==> config.mk <==
export PLATFORM = sky130hd
export DESIGN_NAME = mpa_ctrl_flat
export DESIGN_NICKNAME = d
export VERILOG_FILES = /design/src/hdl/mpa_pkg.sv /design/src/hdl/mpa_if.sv /design/src/hdl/mpa_ctrl.sv /design/src/flat_wrapper.sv
export VERILOG_INCLUDE_DIRS = /design/src /design/src/hdl
export SDC_FILE = /design/constraint.sdc
export NUM_CORES = 1
export LEC_CHECK = 0
export ABC_AREA = 1
export BUFFER_PORTS_ARGS = -buffer_cell sky130_fd_sc_hd__buf_2
export CAP_MARGIN = 20
export CORE_UTILIZATION = 59
export CTS_BUF_LIST = sky130_fd_sc_hd__clkbuf_8
export CTS_CLUSTER_SIZE = 12
export DETAILED_ROUTE_END_ITERATION = 7
export HOLD_SLACK_MARGIN = 0.08
export MAX_ROUTING_LAYER = met4
export PLACE_DENSITY = 0.88
export SLEW_MARGIN = 5
export SYNTH_ARGS = -nofsm -noshare
export SYNTH_HDL_FRONTEND = slang
export SYNTH_SLANG_ARGS = --single-unit
==> constraint.sdc <==
create_clock -name clk_i -period 3.04 [get_ports clk_i]
set_input_delay 0.152 -clock clk_i [delete_from_list [all_inputs] [get_ports clk_i]]
set_output_delay 0.152 -clock clk_i [all_outputs]
set_load 0.01 [all_outputs]
==> src/hdl/mpa_cfg.svh <==
// Constants for the multipurpose pattern register access block
`ifndef MPA_CFG_SVH
`define MPA_CFG_SVH

// ----------------------------------------------------------------
// Command encodings on the simplified command bus
// ----------------------------------------------------------------
`define MPA_CMD_NOP      3'h0
`define MPA_CMD_MRS      3'h1
`define MPA_CMD_RD       3'h2
`define MPA_CMD_WR       3'h3
`define MPA_CMD_REF      3'h4
`define MPA_CMD_ACT      3'h5
`define MPA_CMD_PRE      3'h6

// ----------------------------------------------------------------
// Mode register fields
// ----------------------------------------------------------------
`define MPA_MR0_SEL      2'h0
`define MPA_MR3_SEL      2'h3
`define MPA_MR3_EN_BIT   2
`define MPA_PAGE0        2'h0
`define MPA_BL_OTF       2'h1
`define MPA_A12_BIT      12
`define MPA_A2_BIT       2

// ----------------------------------------------------------------
// Timing (cycles of the 10 ns clock)
// ----------------------------------------------------------------
`define MPA_RL           4'h4
`define MPA_BURST_LEN    4'h8
`define MPA_BC4_LEN      4'h4
`define MPA_TMOD         4'h6
`define MPA_TWR_MPR      4'h4
`define MPA_TMPRR        4'h2
`define MPA_TRP          4'h3

// ----------------------------------------------------------------
// Reset values
// ----------------------------------------------------------------
`define MPA_PAT0_RST     8'h55
`define MPA_PAT1_RST     8'h33
`define MPA_PAT2_RST     8'h0F
`define MPA_PAT3_RST     8'h00

`endif

==> src/hdl/mpa_pkg.sv <==
// Types shared by both ends of the pattern register link
package mpa_pkg;
    // ----------------------------------------------------------------
    // Controller sequencing states
    // ----------------------------------------------------------------
    typedef enum logic [3:0] {
        MPA_C_IDLE,
        MPA_C_PRE,
        MPA_C_TRP,
        MPA_C_ENTER,
        MPA_C_TMOD,
        MPA_C_ACCESS,
        MPA_C_WAIT,
        MPA_C_EXIT,
        MPA_C_EXMOD
    } mpa_cstate_t;
endpackage

==> src/hdl/mpa_if.sv <==
// Command, address and data link between controller and device
`timescale 1ns/100ps
interface mpa_if;
    logic [2:0]  cmd;      // Command code, one cycle per command
    logic [1:0]  ba;       // Bank address, selects pattern location
    logic [1:0]  bg;       // Bank group, ignored in pattern mode
    logic [1:0]  mr_sel;   // Mode register selected by MRS
    logic [13:0] addr;     // Address bus
    logic [7:0]  dq_o;     // Read data from device
    logic        dq_oe;    // Device drives data
    logic        alert;    // Unused by this block, always low

    modport dev  (input cmd, ba, bg, mr_sel, addr, output dq_o, dq_oe, alert);
    modport ctrl (output cmd, ba, bg, mr_sel, addr, input dq_o, dq_oe, alert);
endinterface

==> src/hdl/mpa_ctrl.sv <==
// Controller end: pattern write/read sequencing through user registers
//
// The register offsets and the address-and-strobe port were chosen for this implementation.
`timescale 1ns/100ps
// Behaviour
// - Read column low bits driven zero
// - Read A2 zero, fixed burst order
// - Bank bits select pattern location
// - Drive A12 high when burst field 01
// - Device ignores unused address bits
// - Parity latency adds to read delay
// - Write stores address byte to location
// - Address bit n becomes UI n
// - No data inversion on pattern writes
// - Written patterns persist across mode exit
// - Precharge all, wait tRP first
// - Enter with MR3 bit2 set, page 0
// - Mode on redirects reads, and writes on page 0 only
// - Wait write recovery after each write
// - Wait recovery before exit command
// - Exit by clearing MR3 bit2
// - Array commands after tMOD following exit
// - Only 1x refresh while in mode
// - Bit clear means normal array access
// - Staggered lanes rotate locations modulo four
module mpa_ctrl
    import mpa_pkg::*;
(
    input  wire logic        clk_i,     // Clock
    input  wire logic        rst_n_i,   // Async reset, active low
    mpa_if.ctrl              bus,       // Link to device
    input  wire logic [1:0]  addr_i,    // Register address
    input  wire logic [15:0] wdata_i,   // Register write data
    input  wire logic        wr_i,      // Write strobe
    input  wire logic        rd_i,      // Read strobe
    output logic [15:0]      rdata_o,   // Read data, one cycle later
    output logic             busy_o     // Sequence in progress
);
`include "mpa_cfg.svh"
    // ----------------------------------------------------------------
    // Register map: 0 command, 1 status, 2 last read byte
    // Command word: [15] go, [14] write, [13] refresh, [12] exit,
    // [11:10] location, [9:2] data
    // ----------------------------------------------------------------
    typedef struct packed {
        mpa_cstate_t st;               // Sequence state
        logic        in_mode;          // Device in pattern mode
        logic        op_wr;            // Pending op is write
        logic        op_ref;           // Pending op is refresh
        logic        op_exit;          // Pending op leaves mode
        logic [1:0]  loc;              // Location
        logic [7:0]  data;             // Write byte
        logic [3:0]  cnt;              // Wait counter
        logic [2:0]  beat;             // Captured beat index
        logic [7:0]  rbyte;            // Lane 0 byte assembled
        logic [2:0]  cmd;
        logic [1:0]  ba;
        logic [1:0]  mrs;
        logic [13:0] addr;
        logic [15:0] rdata;
        logic        busy;
    } mpa_cst_t;
    mpa_cst_t c_r;                     // Registered state
    mpa_cst_t c_nxt;                   // Next state

    // Sequencer and register port
    always_comb begin
        c_nxt      = c_r;
        c_nxt.cmd  = `MPA_CMD_NOP;
        c_nxt.addr = 14'h0000;
        c_nxt.ba   = 2'h0;
        c_nxt.mrs  = 2'h0;
        // Register reads answer in the next cycle
        c_nxt.rdata = 16'h0000;
        if (rd_i) begin
            case (addr_i)
                2'h1:    c_nxt.rdata = {14'h0000, c_r.in_mode, c_r.busy};
                2'h2:    c_nxt.rdata = {8'h00, c_r.rbyte};
                default: c_nxt.rdata = 16'h0000;
            endcase
        end
        // Capture lane 0 of returning bursts, UI order
        if (bus.dq_oe) begin
            c_nxt.rbyte[c_r.beat] = bus.dq_o[0];
            c_nxt.beat = c_r.beat + 3'h1;
        end
        case (c_r.st)
            MPA_C_IDLE: begin
                if (wr_i && addr_i == 2'h0 && wdata_i[15]) begin
                    c_nxt.op_wr   = wdata_i[14];
                    c_nxt.op_ref  = wdata_i[13];
                    c_nxt.op_exit = wdata_i[12];
                    c_nxt.loc     = wdata_i[11:10];
                    c_nxt.data    = wdata_i[9:2];
                    c_nxt.busy    = 1'b1;
                    c_nxt.st = c_r.in_mode ? MPA_C_ACCESS : MPA_C_PRE;
                end
            end
            MPA_C_PRE: begin
                c_nxt.cmd = `MPA_CMD_PRE;
                c_nxt.cnt = `MPA_TRP;
                c_nxt.st  = MPA_C_TRP;
            end
            MPA_C_TRP: begin
                c_nxt.cnt = c_r.cnt - 4'h1;
                if (c_r.cnt == 4'h1) c_nxt.st = MPA_C_ENTER;
            end
            MPA_C_ENTER: begin
                c_nxt.cmd  = `MPA_CMD_MRS;
                c_nxt.mrs  = `MPA_MR3_SEL;
                c_nxt.addr = 14'h0000;
                c_nxt.addr[`MPA_MR3_EN_BIT] = 1'b1;       // page 0
                c_nxt.in_mode = 1'b1;
                c_nxt.cnt = `MPA_TMOD;
                c_nxt.st  = MPA_C_TMOD;
            end
            MPA_C_TMOD: begin
                c_nxt.cnt = c_r.cnt - 4'h1;
                if (c_r.cnt == 4'h1) c_nxt.st = MPA_C_ACCESS;
            end
            MPA_C_ACCESS: begin
                c_nxt.ba = c_r.loc;
                c_nxt.beat = 3'h0;
                if (c_r.op_exit) begin
                    c_nxt.cnt = `MPA_TMPRR;
                    c_nxt.st  = MPA_C_WAIT;
                end else if (c_r.op_ref) begin
                    c_nxt.cmd = `MPA_CMD_REF;              // 1x only
                    c_nxt.cnt = `MPA_TRP;
                    c_nxt.st  = MPA_C_WAIT;
                end else if (c_r.op_wr) begin
                    c_nxt.cmd  = `MPA_CMD_WR;
                    c_nxt.addr = {6'h00, c_r.data};        // no inversion
                    c_nxt.cnt  = `MPA_TWR_MPR;
                    c_nxt.st   = MPA_C_WAIT;
                end else begin
                    c_nxt.cmd  = `MPA_CMD_RD;
                    c_nxt.addr = 14'h0000;
                    c_nxt.addr[`MPA_A12_BIT] = 1'b1;
                    c_nxt.cnt  = 4'(`MPA_RL + `MPA_BURST_LEN);
                    c_nxt.st   = MPA_C_WAIT;
                end
            end
            MPA_C_WAIT: begin
                c_nxt.cnt = c_r.cnt - 4'h1;
                if (c_r.cnt == 4'h1) begin
                    c_nxt.st   = c_r.op_exit ? MPA_C_EXIT : MPA_C_IDLE;
                    c_nxt.busy = c_r.op_exit;
                end
            end
            MPA_C_EXIT: begin
                c_nxt.cmd  = `MPA_CMD_MRS;
                c_nxt.mrs  = `MPA_MR3_SEL;
                c_nxt.addr = 14'h0000;
                c_nxt.in_mode = 1'b0;
                c_nxt.cnt = `MPA_TMOD;
                c_nxt.st  = MPA_C_EXMOD;
            end
            MPA_C_EXMOD: begin
                c_nxt.cnt = c_r.cnt - 4'h1;
                if (c_r.cnt == 4'h1) begin
                    c_nxt.st   = MPA_C_IDLE;
                    c_nxt.busy = 1'b0;
                end
            end
            default: c_nxt.st = MPA_C_IDLE;
        endcase
    end

    // Register the state
    always_ff @(posedge clk_i or negedge rst_n_i) begin
        if (!rst_n_i) begin
            c_r    <= '0;
            c_r.st <= MPA_C_IDLE;
        end else begin
            c_r <= c_nxt;
        end
    end

    assign bus.cmd    = c_r.cmd;
    assign bus.ba     = c_r.ba;
    assign bus.bg     = 2'h0;
    assign bus.mr_sel = c_r.mrs;
    assign bus.addr   = c_r.addr;
    assign rdata_o    = c_r.rdata;
    assign busy_o     = c_r.busy;
endmodule

==> src/flat_wrapper.sv <==
// flat-port wrapper written by rule: the top's interface ports become plain ports
module mpa_ctrl_flat import mpa_pkg::*;
  (clk_i, rst_n_i, addr_i, wdata_i, wr_i, rd_i, rdata_o, busy_o, bus_cmd, bus_ba, bus_bg, bus_mr_sel, bus_addr, bus_dq_o, bus_dq_oe, bus_alert);
  mpa_if bus_i ();
  input  wire logic clk_i;
  input  wire logic rst_n_i;
  input  wire logic [1:0] addr_i;
  input  wire logic [15:0] wdata_i;
  input  wire logic wr_i;
  input  wire logic rd_i;
  output logic [15:0] rdata_o;
  output logic busy_o;
  output wire logic [$bits(bus_i.cmd)-1:0] bus_cmd;
  output wire logic [$bits(bus_i.ba)-1:0] bus_ba;
  output wire logic [$bits(bus_i.bg)-1:0] bus_bg;
  output wire logic [$bits(bus_i.mr_sel)-1:0] bus_mr_sel;
  output wire logic [$bits(bus_i.addr)-1:0] bus_addr;
  input wire logic [$bits(bus_i.dq_o)-1:0] bus_dq_o;
  input wire logic [$bits(bus_i.dq_oe)-1:0] bus_dq_oe;
  input wire logic [$bits(bus_i.alert)-1:0] bus_alert;
  assign bus_cmd = bus_i.cmd;
  assign bus_ba = bus_i.ba;
  assign bus_bg = bus_i.bg;
  assign bus_mr_sel = bus_i.mr_sel;
  assign bus_addr = bus_i.addr;
  assign bus_i.dq_o = bus_dq_o;
  assign bus_i.dq_oe = bus_dq_oe;
  assign bus_i.alert = bus_alert;
  mpa_ctrl u_core (.clk_i(clk_i), .rst_n_i(rst_n_i), .bus(bus_i), .addr_i(addr_i), .wdata_i(wdata_i), .wr_i(wr_i), .rd_i(rd_i), .rdata_o(rdata_o), .busy_o(busy_o));
endmodule
Word-level counts from Yosys, hierarchy flattened
Index checks and enable logic that the tools add are counted.

word-level totals
  bits of input ports = 32
  output and inout bits = 40
  logic and storage cells = 84
  register bits after elaboration = 71

operators by class
  equal/unequal tests = 16
  mux-type cells = 34
  $lt $le $gt $ge = 2
  reduce and logical (&&, ||, !) cells = 14
  add/subtract/negate cells = 2

operators by type and width
  cell                                                        number
  one-hot mux 4 bit (9 select lines)                          1
  two-way mux 4 bit                                           8
  two-way mux 14 bit                                          2
  one-hot mux 14 bit (2 select lines)                         1
  == test 4 x 3 -> 1 bit, second input constant               4
  one-hot mux 4 bit (4 select lines)                          1
  one-hot mux 8 bit (2 select lines)                          1
  two-way mux 3 bit                                           5
  two-way mux 13 bit                                          1
  two-way mux 11 bit                                          1
  inequality test 2 x 1 -> 1 bit, second input constant       5
  one-hot mux 3 bit (3 select lines)                          1
  bitwise mux 8 bit                                           1
  == test 4 x 1 -> 1 bit, second input constant               2
  == test 4 x 2 -> 1 bit, second input constant               2
  two-way mux 8 bit                                           1
  two-way mux 1 bit                                           5
  AND reduction 5 bit                                         1
  == test 4 bit, second input constant                        1
  logical NOT 4 bit                                           1
  less-than comparator 3 x 4 -> 1 bit, second input constant  1
  two-way mux 2 bit                                           2
  AND reduction 4 bit                                         1
  nonzero test 2 bit                                          2
  15 further kinds                                            17

Longest topological paths before layout
  word-level depth = 7
  mapped depth = 10
  gate-level depth less buffers = 10

Least setup slack after synthesis
No wires, ideal clock.

  path type = register -> register
  start point = register u_core.c_r[67] (netlist bit)
  end point = register u_core.c_r[64] (netlist bit)
  arrival time = 1.295 ns
  path buffers = 0
  stages on the path, launching flop included = 5
  slack = 1.620 ns
  period minus slack after synthesis = 1.420 ns
  data required time = 2.915 ns
  setup time = 0.125 ns
  cell sequence = dfrtp_1 -> nor2_1 -> nand2_1 -> nor2_4 -> mux2_2

on the way
  cells in the longest elaborated chain, start to end = 2

RTL lines
  what                           RTL line         source
  from (decl)                    mpa_ctrl.sv:63   mpa_cst_t c_r;
  from (signal assigned)         mpa_ctrl.sv:176  c_r <= c_nxt;
  logical NOT 4 bit              mpa_ctrl.sv:87   case (c_r.st)
  AND reduction 2 bit (no line)  n/a

No other way between the ends.
A chain may end at the register's enable or synchronous reset.

Worst setup path after layout
Same ends and word-level chain as after synthesis.

==> qor.csv <==
stage,metric,value,unit
min_path,hp-class,input port to flop,
die,fp.coreArea,0.004414,mm²
clock_network,insertion_delay,340,ps
critical_path,crit_start,u_core.c_r[67],
critical_path,crit_family,simple AND/OR/NAND/NOR gates,
clock_network,cts_tree,done,
pwr,clock_power_share,0.246,
layout,final_common_cell,dfrtp_1,
sta,rsz0062_at_grt,false,
die,initial_core_util,0.6236,
drt,wl_per_cell,12.93,µm
critical_path,slowest_stage,dfrtp_1,
critical_path,critical_path_class,flop to flop,
global_route,grt_max_degree,41,
critical_path,startpoint_type,flop,
pwr,combPwrFrac,0.344,
drt,wl,5327,µm
sta,slew_violations,0,
drt,viasPerCell,4.925,
pwr,fin_total_pwr,0.002921,W
critical_path,cp-end-kind,flop,
synth,synth_seq_cells,57,
clock_network,numCtsBuffers,9,
run_status,run_status,finished clean,
critical_path,r2r_slack,1200,ps
critical_path,crit_arrival,2070,ps
clock_network,htree_levels,3,
pwr,p_per_area,921.6,mW/mm²
die,fp.dieArea,0.004943,mm²
critical_path,rr_worst_depth,4,
layout,num_antenna_cells,0,
critical_path,crit_required,3270,ps
clock_network,clkSlewWorstSetupHoldPaths,70,ps
pwr,netSwitchingPower,0.001122,W
layout,area_growth,15.14,%
synth,yosysWarnings,0,
placed_design,port_buffers,46,
drt,firstDrtPassIters,4,
critical_path,worstPathCellList,nor2_1 > nand2_1 > nor2_4 > mux2_2,
min_path,holdCritStartpoint,bus_dq_oe,
placed_design,dp_hpwl,3432,µm
sta,setup-tns-final,0,ps
synth,synthCells,308,
sta,tightest_slew,837.4,ps
critical_path,slowest_delay,450,ps
die,fp.dieH,70.31,µm
sta,period_share,0.6054,
pwr,ir_drop,0.0005240,V
layout,drive_gt1_frac,0.2139,
synth,synth_cell_type_count,26,
global_route,overflow,0,
layout,post-route-util,0.7180,
critical_path,critPathBufInv,0,
pwr,swShare,0.3842,
sta,max_freq,543.3,MHz
min_path,hold_path_depth,3,
global_route,grt_pass1_vias,2002,
run,drv_cap,0,
placed_design,place_congestion,0.8666,
pwr,p_leak,1.748,nW
sta,setup_violations,0,
global_route,grt_pass1_wl,8970,µm
clock_network,root_buffer,clkbuf_8,
pwr,pwr-share-seq,0.410,
drt,vias,2029,
drt,drcViolationCount,0,
min_path,whs_endpoint,u_core.c_r[48],
synth,syn-cell-area,0.002753,mm²
critical_path,r2r-start,u_core.c_r[67],
critical_path,crit_path_max_fanout,26,
sta,worst_clock_skew,8.970,ps
die,boundaryPins,72,
synth,synth.yosys.seq_area_share,0.5182,
clock_network,clockBufferDepth,2,
layout,final_cell_mix,"dfrtp_1 (57), nand2_1 (54), buf_2 (46)",
critical_path,r2r-end,u_core.c_r[64],
layout,final_net_count,393,
sta,fin_crit,1841,ps
drt,dr.first_iter.drc_count,121,
clock_network,cts.sinks,57,
synth,syn_area_per_cell,8.937,µm²
sta,relSlewSlack,0.4417,
die,rows,24,
pwr,power.internal,0.001799,W
global_route,antenna_found_initial,0,
global_route,track_usage,0.2532,
clock_network,post_cts_resized,0,
sta,finalHoldViolations,0,
die,die_x,70.31,µm
drt,detail-route-antenna-nets,0,
power groups by stage:
stage | sequential (W) | clock (W) | combinational [W]
3_5_place_dp | 0.00120 | 0 | 0.000971
4_1_cts | 0.00119 | 0.000732 | 0.00101
3_3_place_gp | 0.00119 | 0 | 0.000930
6_report | 0.00120 | 0.000720 | 0.00100
2_1_floorplan | 0.00117 | 0 | 0.000808
5_1_grt | 0.00123 | 0.000776 | 0.00116
cell usage after synthesis:
cell | number | share of area
nand3_4 | 1 | 0.0064
o21a_1 | 1 | 0.0027
a31oi_1 | 6 | 0.014
nor2_1 | 31 | 0.042
o21ai_0 | 18 | 0.033
buf_2 | 1 | 0.0018
nand2_2 | 3 | 0.0068
mux2_2 | 1 | 0.0041
xor2_1 | 2 | 0.0064
nand4_1 | 2 | 0.0045
nor3_2 | 1 | 0.0036
nor2_2 | 1 | 0.0023
inv_2 | 3 | 0.0041
a21oi_1 | 14 | 0.025
buf_4 | 40 | 0.11
nor3_1 | 5 | 0.0091
inv_1 | 39 | 0.053
nor2_4 | 2 | 0.0082
dfrtp_1 | 57 | 0.52
o21ai_1 | 1 | 0.0018
nor3_4 | 1 | 0.0059
conb_1 | 1 | 0.0014
nand3_1 | 15 | 0.027
ha_1 | 6 | 0.027
nand2_1 | 54 | 0.074
nand2_4 | 2 | 0.0082
cell families after synthesis:
logic type / after synthesis / share of synthesized area
adders and majority gates: 6 / 0.02727
and+or+nand+nor: 118 / 0.1982
muxes: 1 / 0.004091
AOI/OAI and AO/OA: 40 / 0.07637
other: 1 / 0.001362
DFF: 57 / 0.5182
xor gates and xnor gates: 2 / 0.006365
buffers and inverters: 83 / 0.1682
through the flow:
step	cells	setup slack, ps	hold slack [ps]	area (µm²)
2_1_floorplan	322	1620	-143.6	2805
3_5_place_dp	380	1217	299.6	2803
6_report	412	1200	130.5	3169
3_3_place_gp	380	1240	289.6	2803
5_1_grt	412	1067	123.5	3169
4_1_cts	412	1209	113.6	3169
per-layer routing:
layer / global-route usage / part of all wire / up-vias
met3: 0.07359 / 0.050 / 11
met4: 0.1244 / 0.023 / 0
met5: - / 0 / -
met1: 0.2957 / 0.42 / 947
met2: 0.4000 / 0.50 / 65
li1: - / - / 1006
area by class of cell:
type,instances,area (µm²)
tap,52,65.06
timing repair buffer,63,397.9
sequential,57,1426
fill,333,1245
clock buffer,11,151.4
clock inverter,5,55.05
multi-input combinational,182,915.9
inverter,42,157.7
worst max path at each step:
stage,end,cells after the start
floorplan,u_core.c_r[64],4
global placement,u_core.c_r[64],4
detailed placement,u_core.c_r[64],4
CTS,u_core.c_r[64],4
global route,u_core.c_r[64],4
finish,u_core.c_r[64],4
worst register-to-register path: stages, from the launching register on:
cell     delay (ps)
dfrtp_1         450
nor2_1          330
nand2_1         150
nor2_4          410
mux2_2          390
timing repair:
item | 4_1_cts | 5_1_grt
hold buffers | 16 | 0
buffers inserted | 0 | 0
endpoints found under the hold margin | 55 | 0
endpoints found under the setup margin | 0 | 0
Note: power is estimated with default switching activity, not from simulation.
